===== src/core/sac_params.svh =====
// Timing constants, widths and bus offsets for the converter control block.
// Assumes a 10 MHz system clock; included by the package, the shifter and the control block.
`ifndef SAC_PARAMS_SVH
`define SAC_PARAMS_SVH

// ************************************************************
// Clock and timing
// ************************************************************
`define SAC_CLK_PERIOD_NS   100
`define SAC_ACQ_START_NS    527
`define SAC_CONV_MAX_NS     1500
`define SAC_POR_WAIT_US     200
// Least time rounds up, longest time rounds down
`define SAC_ACQ_CYC   ((`SAC_ACQ_START_NS + `SAC_CLK_PERIOD_NS - 1) / `SAC_CLK_PERIOD_NS)
`define SAC_CONV_CYC  (`SAC_CONV_MAX_NS / `SAC_CLK_PERIOD_NS)
`define SAC_POR_CYC   ((`SAC_POR_WAIT_US * 1000) / `SAC_CLK_PERIOD_NS)

// ************************************************************
// Result and register map
// ************************************************************
`define SAC_RES_W           16
`define SAC_OFF_RESULT      4'h0
`define SAC_OFF_STATUS      4'h4
`define SAC_OFF_CONTROL     4'h8
`define SAC_CTRL_RST        32'h0000_0000
`define SAC_BAD_READ        32'hDEAD_BEEF

`endif


===== src/core/sac_pkg.sv =====
// Types shared by the converter control modules.
// Assumes sac_params.svh is on the include path.
package sac_pkg;
	`include "sac_params.svh"

	// Power and conversion state of the core
	typedef enum logic [2:0]
	{
		SAC_ST_NAP,
		SAC_ST_CONV,
		SAC_ST_SLEEP,
		SAC_ST_POR
	} sac_state_e;

	typedef logic [`SAC_RES_W-1:0] sac_word_t;
endpackage


===== src/core/sac_sync.sv =====
// Two-flop synchroniser with rise and fall detect on the settled copy.
// Assumes the input is asynchronous to mclk_i.
`timescale 1ns/100ps
module sac_sync
	import sac_pkg::*;
#(
	// Idle level of the pin; reset loads it so no false edge follows
	parameter logic RST_VAL = 1'b0
)
(
	// Clock and reset
	input  wire logic mclk_i,
	input  wire logic rst_n_i,
	// Pin and results
	input  wire logic pin_i,
	output logic      level_o,
	output logic      rise_o,
	output logic      fall_o
);
	logic meta_reg;
	logic meta_next;
	logic sync_reg;
	logic sync_next;
	logic prev_reg;
	logic prev_next;

	// Next values; first stage feeds only the second
	always_comb
	begin
		meta_next = pin_i;
		sync_next = meta_reg;
		prev_next = sync_reg;
	end

	// Registers
	always_ff @(posedge mclk_i)
	begin
		if (!rst_n_i)
		begin
			meta_reg <= RST_VAL;
			sync_reg <= RST_VAL;
			prev_reg <= RST_VAL;
		end
		else
		begin
			meta_reg <= meta_next;
			sync_reg <= sync_next;
			prev_reg <= prev_next;
		end
	end

	assign level_o = sync_reg;
	assign rise_o  = sync_reg & ~prev_reg;
	assign fall_o  = ~sync_reg & prev_reg;
endmodule


===== src/core/sac_shifter.sv =====
// Serial output shift register: load a result, shift on each link edge.
// Assumes load and shift are one-cycle pulses on mclk_i.
`timescale 1ns/100ps
`include "sac_params.svh"
module sac_shifter
	import sac_pkg::*;
#(
	parameter int WIDTH = `SAC_RES_W
)
(
	// Clock and reset
	input  wire logic             mclk_i,
	input  wire logic             rst_n_i,
	// Control
	input  wire logic             load_i,
	input  wire logic [WIDTH-1:0] data_i,
	input  wire logic             shift_i,
	input  wire logic             serial_i,
	// Serial bit
	output logic                  bit_o
);
	logic [WIDTH-1:0] sh_reg;
	logic [WIDTH-1:0] sh_next;

	// Load wins over shift; the upstream bit follows the last result bit
	always_comb
	begin
		sh_next = sh_reg;
		if (load_i)
			sh_next = data_i;
		else if (shift_i)
			sh_next = {sh_reg[WIDTH-2:0], serial_i};
	end

	// Register
	always_ff @(posedge mclk_i)
	begin
		if (!rst_n_i)
			sh_reg <= '0;
		else
			sh_reg <= sh_next;
	end

	assign bit_o = sh_reg[WIDTH-1];
endmodule


===== src/core/sac_adc_ctrl.sv =====
// Conversion timing, power states and serial readout of a 16-bit SAR core.
// Assumes a 10 MHz mclk_i, async pins synchronised here, Avalon-MM slave.
//
// Local design decisions: the Avalon-MM slave port and the register addresses.
`timescale 1ns/100ps
`include "sac_params.svh"
module sac_adc_ctrl
	import sac_pkg::*;
#(
	parameter int POR_CYC = `SAC_POR_CYC
)
(
	// Clock and reset
	input  wire logic                  mclk_i,
	input  wire logic                  rst_n_i,
	// Host pins
	input  wire logic                  conversion_trigger_i,
	input  wire logic                  shift_clk_i,
	input  wire logic                  read_enable_or_serial_in_i,
	input  wire logic                  chain_select_i,
	input  wire logic                  supply_low_i,
	output logic                       busy_o,
	output logic                       serial_out_o,
	output logic                       serial_out_oe_o,
	// Core side
	input  wire logic [`SAC_RES_W-1:0] core_result_i,
	output logic                       core_power_o,
	output logic                       acquire_o,
	output logic                       asleep_o,
	output logic                       por_busy_o,
	// Avalon-MM slave
	input  wire logic [3:0]            avs_address,
	input  wire logic                  avs_read,
	input  wire logic                  avs_write,
	input  wire logic [31:0]           avs_writedata,
	output logic [31:0]                avs_readdata,
	output logic                       avs_waitrequest
);
	localparam int CONV_CYC = `SAC_CONV_CYC;
	localparam int ACQ_CYC  = `SAC_ACQ_CYC;

	// ************************************************************
	// Pin synchronisers
	// ************************************************************
	logic trig_lvl;
	logic trig_rise;
	logic trig_fall;
	logic sck_rise;
	logic rden_lvl;
	logic rden_fall;
	logic chain_lvl;
	logic low_lvl;

	sac_sync u_trig (.mclk_i(mclk_i), .rst_n_i(rst_n_i),
		.pin_i(conversion_trigger_i), .level_o(trig_lvl),
		.rise_o(trig_rise), .fall_o(trig_fall));
	sac_sync u_sck (.mclk_i(mclk_i), .rst_n_i(rst_n_i),
		.pin_i(shift_clk_i), .level_o(),
		.rise_o(sck_rise), .fall_o());
	sac_sync #(.RST_VAL(1'b1)) u_rden (.mclk_i(mclk_i), .rst_n_i(rst_n_i),
		.pin_i(read_enable_or_serial_in_i), .level_o(rden_lvl),
		.rise_o(), .fall_o(rden_fall));
	sac_sync u_chain (.mclk_i(mclk_i), .rst_n_i(rst_n_i),
		.pin_i(chain_select_i), .level_o(chain_lvl),
		.rise_o(), .fall_o());
	sac_sync u_low (.mclk_i(mclk_i), .rst_n_i(rst_n_i),
		.pin_i(supply_low_i), .level_o(low_lvl),
		.rise_o(), .fall_o());

	// ************************************************************
	// Conversion and power state
	// ************************************************************
	sac_state_e  st_reg;
	sac_state_e  st_next;
	logic [31:0] cnt_reg;
	logic [31:0] cnt_next;
	logic [1:0]  tog_reg;
	logic [1:0]  tog_next;
	logic        sleep_req_reg;
	logic        sleep_req_next;
	sac_word_t   res_reg;
	sac_word_t   res_next;
	logic [15:0] conv_count_reg;
	logic [15:0] conv_count_next;
	logic [31:0] ctrl_reg;
	logic [31:0] ctrl_next;
	logic        done;
	logic        trig_edge;

	assign trig_edge = trig_rise | trig_fall;

	// Next state: conversion timer, sleep request, power-on wait
	always_comb
	begin
		st_next         = st_reg;
		cnt_next        = cnt_reg;
		tog_next        = tog_reg;
		sleep_req_next  = sleep_req_reg;
		res_next        = res_reg;
		conv_count_next = conv_count_reg;
		done            = 1'b0;
		// count trigger toggles, shift edge clears
		if (sck_rise)
			tog_next = 2'h0;
		else if (trig_edge && tog_reg != 2'h2)
			tog_next = tog_reg + 2'h1;
		if (tog_next == 2'h2)
			sleep_req_next = 1'b1;
		if (low_lvl)
		begin
			st_next        = SAC_ST_POR;
			cnt_next       = '0;
			sleep_req_next = 1'b0;
			tog_next       = 2'h0;
		end
		else
		begin
			case (st_reg)
				SAC_ST_POR:
				begin
					// Trigger edges during reinit are dropped
					tog_next       = 2'h0;
					sleep_req_next = 1'b0;
					if (cnt_reg >= 32'(POR_CYC - 1))
					begin
						st_next  = SAC_ST_NAP;
						cnt_next = '0;
					end
					else
						cnt_next = cnt_reg + 32'h1;
				end
				SAC_ST_NAP:
				begin
					if (trig_rise)
					begin
						st_next  = SAC_ST_CONV;
						cnt_next = '0;
					end
				end
				SAC_ST_CONV:
				begin
					// fixed time inside the 1.5us limit
					if (cnt_reg >= 32'(CONV_CYC - 1))
					begin
						done            = 1'b1;
						res_next        = core_result_i;
						conv_count_next = conv_count_reg + 16'h1;
						cnt_next        = '0;
						if (sleep_req_next)
							st_next = SAC_ST_SLEEP;
						else
							st_next = SAC_ST_NAP;
						sleep_req_next = 1'b0;
						tog_next       = 2'h0;
					end
					else
						cnt_next = cnt_reg + 32'h1;
				end
				SAC_ST_SLEEP:
				begin
					if (sck_rise)
						st_next = SAC_ST_NAP;
				end
				default:
					st_next = SAC_ST_POR;
			endcase
		end
	end

	// Registers; power-on wait is also run after a reset release
	always_ff @(posedge mclk_i)
	begin
		if (!rst_n_i)
		begin
			st_reg         <= SAC_ST_POR;
			cnt_reg        <= '0;
			tog_reg        <= 2'h0;
			sleep_req_reg  <= 1'b0;
			res_reg        <= '0;
			conv_count_reg <= 16'h0;
		end
		else
		begin
			st_reg         <= st_next;
			cnt_reg        <= cnt_next;
			tog_reg        <= tog_next;
			sleep_req_reg  <= sleep_req_next;
			res_reg        <= res_next;
			conv_count_reg <= conv_count_next;
		end
	end

	assign busy_o       = (st_reg == SAC_ST_CONV);
	assign core_power_o = (st_reg == SAC_ST_CONV);
	assign acquire_o    = (st_reg == SAC_ST_NAP) ||
		((st_reg == SAC_ST_CONV) && (cnt_reg >= 32'(ACQ_CYC)));
	assign asleep_o     = (st_reg == SAC_ST_SLEEP);
	assign por_busy_o   = (st_reg == SAC_ST_POR);

	// ************************************************************
	// Serial readout
	// ************************************************************
	logic      load;
	logic      shift;
	logic      sdo_bit;
	logic      oe_reg;
	logic      oe_next;
	logic      sdo_reg;
	logic      sdo_next;

	// load at busy fall; in normal mode reload on read enable fall when not busy
	assign load  = done | (!chain_lvl && rden_fall && !busy_o);
	assign shift = sck_rise && (st_reg != SAC_ST_POR);

	// MSB first; capture upstream bit each edge
	// upstream bits follow the result with no gap
	sac_shifter #(.WIDTH(`SAC_RES_W)) u_shift (
		.mclk_i  (mclk_i),
		.rst_n_i (rst_n_i),
		.load_i  (load),
		.data_i  (res_next),
		.shift_i (shift),
		.serial_i(chain_lvl & rden_lvl),
		.bit_o   (sdo_bit)
	);

	// normal mode drives only with read enable low
	// chain mode keeps the output enabled
	always_comb
	begin
		oe_next  = chain_lvl | ~rden_lvl;
		// MSB held until the first shift edge
		sdo_next = sdo_bit;
	end

	// Output flops; data bit one cycle after the shifter, enable one cycle after the read enable sync
	always_ff @(posedge mclk_i)
	begin
		if (!rst_n_i)
		begin
			oe_reg  <= 1'b0;
			sdo_reg <= 1'b0;
		end
		else
		begin
			oe_reg  <= oe_next;
			sdo_reg <= sdo_next;
		end
	end

	assign serial_out_o    = sdo_reg;
	assign serial_out_oe_o = oe_reg;

	// ************************************************************
	// Avalon-MM registers
	// ************************************************************
	logic [31:0] rdata_reg;
	logic [31:0] rdata_next;
	logic        ack_reg;
	logic        ack_next;
	logic        req;

	assign req = (avs_read | avs_write) & ~ack_reg;

	// One wait state: answer on the cycle after the request
	always_comb
	begin
		ack_next   = req;
		rdata_next = rdata_reg;
		ctrl_next  = ctrl_reg;
		if (req && avs_read)
		begin
			case (avs_address)
				`SAC_OFF_RESULT:
					rdata_next = {16'h0, res_reg};
				`SAC_OFF_STATUS:
					rdata_next = {conv_count_reg, 11'h0, chain_lvl,
						asleep_o, por_busy_o, sleep_req_reg, busy_o};
				`SAC_OFF_CONTROL:
					rdata_next = ctrl_reg;
				default:
					rdata_next = `SAC_BAD_READ;
			endcase
		end
		// Scratch word for software only; lands on the answering edge
		if (avs_write && ack_reg && avs_address == `SAC_OFF_CONTROL)
			ctrl_next = avs_writedata;
	end

	// Bus registers
	always_ff @(posedge mclk_i)
	begin
		if (!rst_n_i)
		begin
			rdata_reg <= 32'h0;
			ack_reg   <= 1'b0;
			ctrl_reg  <= `SAC_CTRL_RST;
		end
		else
		begin
			rdata_reg <= rdata_next;
			ack_reg   <= ack_next;
			ctrl_reg  <= ctrl_next;
		end
	end

	assign avs_readdata    = rdata_reg;
	assign avs_waitrequest = (avs_read | avs_write) & ~ack_reg;
endmodule


===== config.mk =====
export PLATFORM = sky130hd
export DESIGN_NAME = sac_adc_ctrl
export DESIGN_NICKNAME = d
export VERILOG_FILES = /design/src/core/sac_pkg.sv /design/src/core/sac_sync.sv /design/src/core/sac_shifter.sv /design/src/core/sac_adc_ctrl.sv
export VERILOG_INCLUDE_DIRS = /design/src /design/src/core
export SDC_FILE = /design/constraint.sdc
export NUM_CORES = 1
export LEC_CHECK = 0
export BUFFER_PORTS_ARGS = -buffer_cell sky130_fd_sc_hd__buf_2
export CAP_MARGIN = 10
export CORE_MARGIN = 2
export CORE_UTILIZATION = 48
export DETAILED_ROUTE_END_ITERATION = 10
export PLACE_DENSITY = 0.7
export SKIP_CTS_REPAIR_TIMING = 1
export SLEW_MARGIN = 20
export SYNTH_ARGS = -nofsm -noshare
export SYNTH_HDL_FRONTEND = slang
export SYNTH_HIERARCHICAL = 1
export SYNTH_SLANG_ARGS = --single-unit

===== constraint.sdc =====
create_clock -name mclk_i -period 2.6 [get_ports mclk_i]
set_input_delay 0.78 -clock mclk_i [delete_from_list [all_inputs] [get_ports mclk_i]]
set_output_delay 0.78 -clock mclk_i [all_outputs]
set_load 0.01 [all_outputs]

Word-level counts from Yosys, hierarchy flattened
Cells that the tools add are included.
{"block": "op_classes", "order_cmp": 3, "n_mux": 26, "addsub": 3, "bitwise_logic": 17, "n_reduce_logical": 19, "eq_ne": 12}
{"op": "32-bit one-hot mux with 3 select lines", "count": 2}
{"op": "32-bit two-way mux", "count": 3}
{"op": "16-bit two-way mux", "count": 5}
{"op": "32-bit by 1-bit adder with 32-bit output, second input constant", "count": 1}
{"op": "32-bit by 11-bit greater-or-equal comparator with 1-bit output, second input constant", "count": 1}
{"op": "32-bit by 3-bit greater-or-equal comparator with 1-bit output, second input constant", "count": 1}
{"op": "32-bit by 4-bit greater-or-equal comparator with 1-bit output, second input constant", "count": 1}
{"op": "16-bit by 1-bit adder with 16-bit output, second input constant", "count": 1}
{"op": "3-bit two-way mux", "count": 4}
{"op": "3-bit one-hot mux with 4 select lines", "count": 1}
{"op": "1-bit logical AND", "count": 8}
{"op": "2-bit two-way mux", "count": 4}
{"op": "1-bit inverter", "count": 7}
{"op": "1-bit bitwise AND", "count": 6}
{"op": "3-bit by 2-bit equality test with 1-bit output, second input constant", "count": 2}
{"op": "2-bit by 1-bit inequality test with 1-bit output, second input constant", "count": 3}
{"op": "1-bit two-way mux", "count": 5}
{"op": "4-bit by 3-bit equality test with 1-bit output, second input constant", "count": 1}
{"op": "4-bit equality test, second input constant", "count": 1}
{"op": "4-bit zero test", "count": 1}
{"op": "2-bit inequality test, second input constant", "count": 2}
{"op": "1-bit bitwise OR", "count": 4}
{"op": "2-bit one-hot mux with 2 select lines", "count": 1}
{"op": "4-bit AND reduction", "count": 1}
{"op": "13 further kinds", "count": 14}
{"block": "word_totals", "regBits": 166, "out_inout_bits": 40, "input_bits": 61, "word_cells": 105}

Depth between registers and ports, before layout
Gate-level depths: netlist (run 1).
{"block": "depth", "ltp_word": 11, "depth_mapped": 10, "mapped_depth_nobuf": 7}

Hierarchy
Netlist (run 1), hierarchy kept.
{"mod": "sac_adc_ctrl", "instances": 1, "seq_area_each_um2": 2722.6, "area_per_inst_um2": 5891.9, "cells_each": 672}
{"mod": "sac_shifter", "instances": 1, "seq_area_each_um2": 320.3, "area_per_inst_um2": 852.1, "cells_each": 71}
{"mod": "sac_sync", "instances": 5, "seq_area_each_um2": 60.1, "area_per_inst_um2": 91.3, "cells_each": 8}

Worst setup path after synthesis (run 1)
No wires, ideal clock.
{"block": "synth_timing", "path_kind": "register to register", "start": "reg cnt_reg[16]", "end": "reg u_shift.sh_reg[10]", "required_time_ns": 2.484, "n_path_buf": 4, "setup_time_ns": 0.116, "path_stages_with_launch": 10, "arrival_time_ns": 2.512, "synth_period_minus_slack_ns": 2.628, "slack_ns": -0.028, "path_cell_list": "dfxtp_1 -> nor4_2 -> nand4_2 -> o41ai_4 -> buf_6 -> buf_6 -> o21ai_0 -> buf_2 -> buf_2 -> o211a_1"}
{"block": "synth_between", "elab_chain_len": 6, "elab_cells_between_ends": 10, "classes_between": "1 x order compare; 7 x mux; 1 x bitwise; 1 x reduce/logical"}
{"element": "from (decl)", "line_no": "sac_adc_ctrl.sv:75", "source": "logic [31:0] cnt_reg;"}
{"element": "from (signal assigned)", "line_no": "sac_adc_ctrl.sv:185", "source": "cnt_reg <= cnt_next;"}
{"element": "32-bit by 4-bit greater-or-equal comparator with 1-bit output *", "line_no": "sac_adc_ctrl.sv:143", "source": "if (cnt_reg >= 32'(CONV_CYC - 1))"}
{"element": "1-bit two-way mux *", "line_no": "sac_adc_ctrl.sv:143"}
{"element": "1-bit two-way mux *", "line_no": "sac_adc_ctrl.sv:118", "source": "case (st_reg)"}
{"element": "1-bit two-way mux *", "line_no": "sac_adc_ctrl.sv:109", "source": "if (low_lvl)"}
{"element": "1-bit bitwise OR *", "line_no": "sac_adc_ctrl.sv:212", "source": "assign load = done | (!chain_lvl && rden_fall && !busy_o);"}
{"element": "net load", "line_no": "sac_adc_ctrl.sv:203", "source": "logic load;"}
{"element": "16-bit two-way mux or 2-bit nonzero test (tied branches)"}
{"element": "to (signal assigned)", "line_no": "sac_shifter.sv:41", "source": "sh_reg <= sh_next;"}
{"element": "to (decl)", "line_no": "sac_shifter.sv:22", "source": "logic [WIDTH-1:0] sh_reg;"}
The timed path passes the listed nets; every way through them passes the cells marked *.
A chain may end at the register's enable or synchronous reset.

Worst setup path in the final report (run 1)
{"block": "layout_timing", "start": "reg cnt_reg[5]", "end": "reg u_shift.sh_reg[3]"}
{"block": "layout_between", "elab_cells_between_ends": 10, "classes_between": "1 x order compare; 7 x mux; 1 x bitwise; 1 x reduce/logical"}
{"element": "32-bit by 4-bit greater-or-equal comparator with 1-bit output", "line_no": "sac_adc_ctrl.sv:143"}
{"element": "16-bit two-way mux", "line_no": "sac_adc_ctrl.sv:143"}
{"element": "16-bit two-way mux", "line_no": "sac_adc_ctrl.sv:118"}
{"element": "16-bit two-way mux", "line_no": "sac_adc_ctrl.sv:109"}
{"element": "net res_next[3]", "line_no": "sac_adc_ctrl.sv:82", "source": "sac_word_t res_next;"}
{"element": "16-bit two-way mux", "line_no": "sac_shifter.sv:29", "source": "if (load_i)"}
The timed path passes the listed nets, and every way through them passes these cells.

==> impl_metrics.py, run 1 <==
metrics = {
    "power": {
        "swShare_pct": 23.3,
        "pwr_density_cell_mw_per_mm2": 647,
        "combPwrFrac_pct": 5.5,
        "p_int_mw": 4.18,
        "power.leakage_nw": 3.51,
        "seqPwrFrac_pct": 48.2,
        "switchingPower_mw": 1.27,
        "design_power_total_mw": 5.45,
        "clockPowerShare_pct": 46.2,
        "ir_drop_uv": 597,
    },
    "cells_and_area": {
        "fin_nets": 929,
        "final_area_mm2": 0.00842,
        "post-route-util_pct": 58.2,
        "drive_gt1_share_pct": 23.8,
        "finalNonFillerCells": 1062,
        "fillers": 1296,
        "syn2layout_area_growth_pct": 18.4,
    },
    "sta": {
        "finalSetupViolations": 0,
        "final.setup_skew_ns": 0.0111,
        "layout_min_cycle_time_ns": 2.55,
        "finalCritPeriodShare_pct": 97.9,
        "finalMaxSlewViolations": 0,
        "final_hold_viol_count": 0,
        "hold_ws_ns": 0.412,
        "tightest_slew_ns": 1.03,
        "clock.fmax_ghz": 0.393,
        "relSlewSlack_pct": 31.0,
    },
    "placed_design": {
        "placed_cell_area_mm2": 0.00778,
        "port_buffers": 100,
        "dp.final_hpwl_um": 11400,
        "gp_congestion": 0.818,
        "dp_cells": 1025,
    },
    "detailed_routing": {
        "wl_per_cell_um": 15.8,
        "routed-via-count": 5934,
        "avgViaCountPerCell": 5.59,
        "routed_wl_um": 16800,
        "drtAntennaViolNets": 0,
        "drt_iter0_drc": 374,
        "post-route-drc-count": 0,
        "dr.pass1.iters": 5,
    },
    "hold_path": {
        "worstHoldStart": "u_rden/meta_reg$_SDFF_PN1_",
        "hold_end": "u_rden/level_o$_SDFF_PN1_",
        "min_path_type": "reg2reg",
        "holdPathStages": 1,
    },
    "synthesis": {
        "synthesis.instances": 773,
        "yosys_warnings": 6,
        "synth_nets": 838,
        "netlist_area_mm2": 0.00711,
        "avgSynthCellArea_um2": 9.20,
    },
    "global_route": {
        "grt_pass1_vias": 5587,
        "overflow": 0,
        "grtUsageTotal_pct": 21.7,
        "grt_max_degree": 55,
        "grt_pass1_wl_um": 27900,
        "antenna_found_initial": 1,
    },
    "floorplanning": {
        "fp.dieH_um": 126,
        "dieArea_mm2": 0.0158,
        "core_area_mm2": 0.0145,
        "start_util_pct": 49.1,
        "row_count": 44,
        "ios": 101,
        "fp.dieW_um": 126,
    },
    "clock_network": {
        "ctsRootBufferMaster": "clkbuf_16",
        "clock_latency_ns": 0.43,
        "clk_path_buf_depth": 2,
        "cts_tree": "yes",
        "cts_made_buffers": 17,
        "path_clk_slew_ns": 0.07,
        "cts_num_sinks": 165,
        "htreeDepth": 4,
    },
    "setup_path": {
        "critical_path.max_fanout": 36,
        "arrival_ns": 2.87,
        "worst_r2r_path_depth": 9,
        "required_ns": 2.92,
        "path_class": "reg2reg",
        "cp-start-kind": "register",
        "r2r_setup_slack_ns": 0.05,
        "timing.rr.end": "u_shift/sh_reg[3]$_SDFFE_PN0P_",
        "r2r-start": "cnt_reg[5]$_SDFFE_PP0P_",
        "end_kind": "register",
    },
    "flow_run": {
        "drv_cap": 0,
    },
    "status": {
        "status": "completed",
    },
}
[power groups by stage]
stage                     sequential (mW)  combinational (mW)  clock [mW]
after floorplan                      2.69               0.144           0
after global placement               2.68               0.297           0
after detailed placement             2.68               0.301           0
after CTS                            2.63               0.303        2.56
after global routing                 2.63               0.332        2.67
final                                2.63               0.302        2.52
[worst max-delay path by stage]
| stage | start | to | slack, ns | cells after the start |
|---|---|---|---|---|
| after floorplan | cnt_reg[0]$_SDFFE_PP0P_ | u_shift/sh_reg[10]$_SDFFE_PN0P_ | 0.02 | 10 |
| after global placement | cnt_reg[0]$_SDFFE_PP0P_ | u_shift/sh_reg[3]$_SDFFE_PN0P_ | 0.17 | 8 |
| after detailed placement | cnt_reg[0]$_SDFFE_PP0P_ | u_shift/sh_reg[15]$_SDFFE_PN0P_ | 0.16 | 7 |
| after CTS | cnt_reg[4]$_SDFFE_PP0P_ | acquire_o | -0.11 | 5 |
| after global routing | cnt_reg[21]$_SDFFE_PP0P_ | acquire_o | -0.01 | 5 |
| final | cnt_reg[5]$_SDFFE_PP0P_ | u_shift/sh_reg[3]$_SDFFE_PN0P_ | 0.05 | 9 |
[routing by layer]
layer  global-route usage (%)  wire [um]  vias up
met5                        0          0        -
met4                     6.47        269        0
met3                     6.12        974       24
met2                     34.6       7990      161
met1                     28.9       7590     2825
li1                         -          -     2924
[placed cells by master (no fill, tap or decap), types with 18 or more instances in the layout]
cell type  instances
dfxtp_1          164
buf_2            100
nand2_1           80
a21oi_1           72
nor2_1            55
o21ai_0           36
a22oi_1           32
and2_1            31
xor2_1            23
buf_4             23
mux2_4            21
nand2b_1          20
nand4_1           18
[critical path, stage by stage, from the launching register on]
cell and delay, ns:
dfxtp_1 0.36, nor4_1 0.28, nand2_1 0.17, buf_4 0.17
buf_4 0.14, o41ai_4 0.34, buf_12 0.27, mux2_2 0.37
or2b_1 0.22, o211a_1 0.12
[metrics by stage]
step	setup TNS, ns	setup slack [ns]
final	0	0.0537
after global routing	-0.0139	-0.0126
after CTS	-0.107	-0.107
after detailed placement	0	0.159
after global placement	0	0.175
after floorplan	0	0.0194
[area by class of cell]
cell class	count	area (um2)	share of cell area [%]
multi-input combinational	545	3540	42.1
timing repair buffer	125	713	8.47
inverter	10	37.5	0.446
tap	184	230	2.73
clock inverter	12	144	1.71
clock buffer	20	447	5.30
antenna	1	2.50	0.0297
sequential	165	3300	39.2
(Power assumes the default switching activity.)
==> inputs of run 2 (changes only) <==
CORE_UTILIZATION = 52   (was 48)
PLACE_DENSITY = 0.75   (was 0.7)
==> impl_metrics.py, run 2 (synthesis gave the netlist of run 1 again) <==
metrics = {
    "status": {
        "status": "completed",
    },
    "flow_run": {
        "drv_cap": 0,
    },
    "global_route": {
        "grt_max_degree": 58,
        "antenna_found_initial": 0,
        "overflow": 0,
        "grtUsageTotal_pct": 24.0,
        "grt_pass1_vias": 5795,
        "grt_pass1_wl_um": 28000,
    },
    "hold_path": {
        "worstHoldStart": "u_rden/meta_reg$_SDFF_PN1_",
        "min_path_type": "reg2reg",
    },
    "floorplanning": {
        "fp.dieW_um": 121,
        "fp.dieH_um": 121,
        "start_util_pct": 53.5,
        "row_count": 42,
        "dieArea_mm2": 0.0146,
        "ios": 101,
        "core_area_mm2": 0.0133,
    },
    "power": {
        "pwr_density_cell_mw_per_mm2": 614,
        "power.leakage_nw": 3.51,
        "seqPwrFrac_pct": 51.0,
        "combPwrFrac_pct": 5.8,
        "p_int_mw": 3.98,
        "design_power_total_mw": 5.16,
        "ir_drop_uv": 429,
        "clockPowerShare_pct": 43.2,
        "swShare_pct": 23.0,
        "switchingPower_mw": 1.19,
    },
    "detailed_routing": {
        "post-route-drc-count": 0,
        "drtAntennaViolNets": 0,
        "wl_per_cell_um": 16.7,
        "dr.pass1.iters": 5,
        "routed_wl_um": 17600,
        "avgViaCountPerCell": 5.76,
        "routed-via-count": 6062,
        "drt_iter0_drc": 460,
    },
    "sta": {
        "finalMaxSlewViolations": 0,
        "relSlewSlack_pct": 30.2,
        "finalSetupViolations": 0,
        "final.setup_skew_ns": 0.00608,
        "rsz0062_at_grt": "true",
        "hold_ws_ns": 0.418,
        "setup_tns_ns": 0,
        "tightest_slew_ns": 1.04,
        "finalCritPeriodShare_pct": 99.5,
        "clock.fmax_ghz": 0.387,
        "final_hold_viol_count": 0,
        "layout_min_cycle_time_ns": 2.59,
    },
    "setup_path": {
        "critPathLaunch": "cnt_reg[16]$_SDFFE_PP0P_",
        "r2r-start": "cnt_reg[4]$_SDFFE_PP0P_",
        "crit_path_cell_trace": "nor4_2, nand4_2, nor2_2, a21oi_1, buf_2",
        "critical_path.max_fanout": 6,
        "arrival_ns": 1.81,
        "critPathSlowestCell": "dfxtp_1",
        "required_ns": 1.82,
        "slowest_delay_ns": 0.35,
        "cp-start-kind": "register",
        "r2r_setup_slack_ns": 0.11,
        "end_kind": "primary output",
        "path_class": "reg2out",
    },
    "cells_and_area": {
        "final_common_cell": "dfxtp_1",
        "syn2layout_area_growth_pct": 18.2,
        "post-route-util_pct": 63.2,
        "drive_gt1_share_pct": 23.9,
        "fin_nets": 932,
        "final_area_mm2": 0.00840,
        "n_antenna_cell": 0,
        "final_cell_mix": "dfxtp_1 (165), buf_2 (100), nand2_1 (80)",
    },
    "placed_design": {
        "gp_congestion": 0.889,
        "placed_cell_area_mm2": 0.00778,
        "dp.final_hpwl_um": 11900,
        "port_buffers": 100,
    },
    "clock_network": {
        "path_clk_slew_ns": 0.06,
        "ctsRootBufferMaster": "clkbuf_16",
        "clk_path_buf_depth": 2,
        "cts_made_buffers": 17,
        "cts_tree": "yes",
        "cts_num_sinks": 165,
        "clock_latency_ns": 0.42,
        "htreeDepth": 4,
    },
}
run 2: metrics by stage:
step / std cells / setup slack, ns
after floorplan: 773 / 0.0194
after global placement: 1016 / 0.169
after CTS: 1044 / -0.116
final: 1052 / 0.0142
after global routing: 1052 / -0.0851
after detailed placement: 1016 / 0.126
run 2: routing by layer:
metal,routed length (um),vias up,track usage [%]
met4,237,0,7.19
li1,-,2922,-
met1,7670,2907,30.7
met3,1090,20,5.50
met2,8610,213,40.3
met5,0,-,0
run 2: final cells by class:
type	count	area, um2
repair buffers	128	761
well taps	176	220
inverters	10	37.5
flip-flops and latches	165	3300
fillers	1099	4890
multi-input cells	545	3570
clock inverters	7	51.3
clock buffers	21	460
run 2: critical path: cells and delay by family (launching register included):
kind                   cells  cell delay (ns)
AO/OA/AOI/OAI              1             0.11
buffers and inverters      1             0.16
flip-flops                 1             0.35
AND/OR/NAND/NOR            3             0.76
run 2: path summary, 6_finish.rpt:
check | cells after the start | end
setup / recovery | 5 | acquire_o
hold / removal | 1 | u_rden/level_o$_SDFF_PN1_
setup reg to reg | 9 | u_shift/sh_reg[3]$_SDFFE_PN0P_
hold reg to reg | 1 | u_rden/level_o$_SDFF_PN1_
run 2: power groups by stage:
stage / combinational (mW) / sequential [mW] / clock, mW
after global routing: 0.329 / 2.64 / 2.37
final: 0.301 / 2.63 / 2.23
after global placement: 0.292 / 2.68 / 0
after CTS: 0.302 / 2.63 / 2.26
after floorplan: 0.144 / 2.69 / 0
after detailed placement: 0.300 / 2.68 / 0
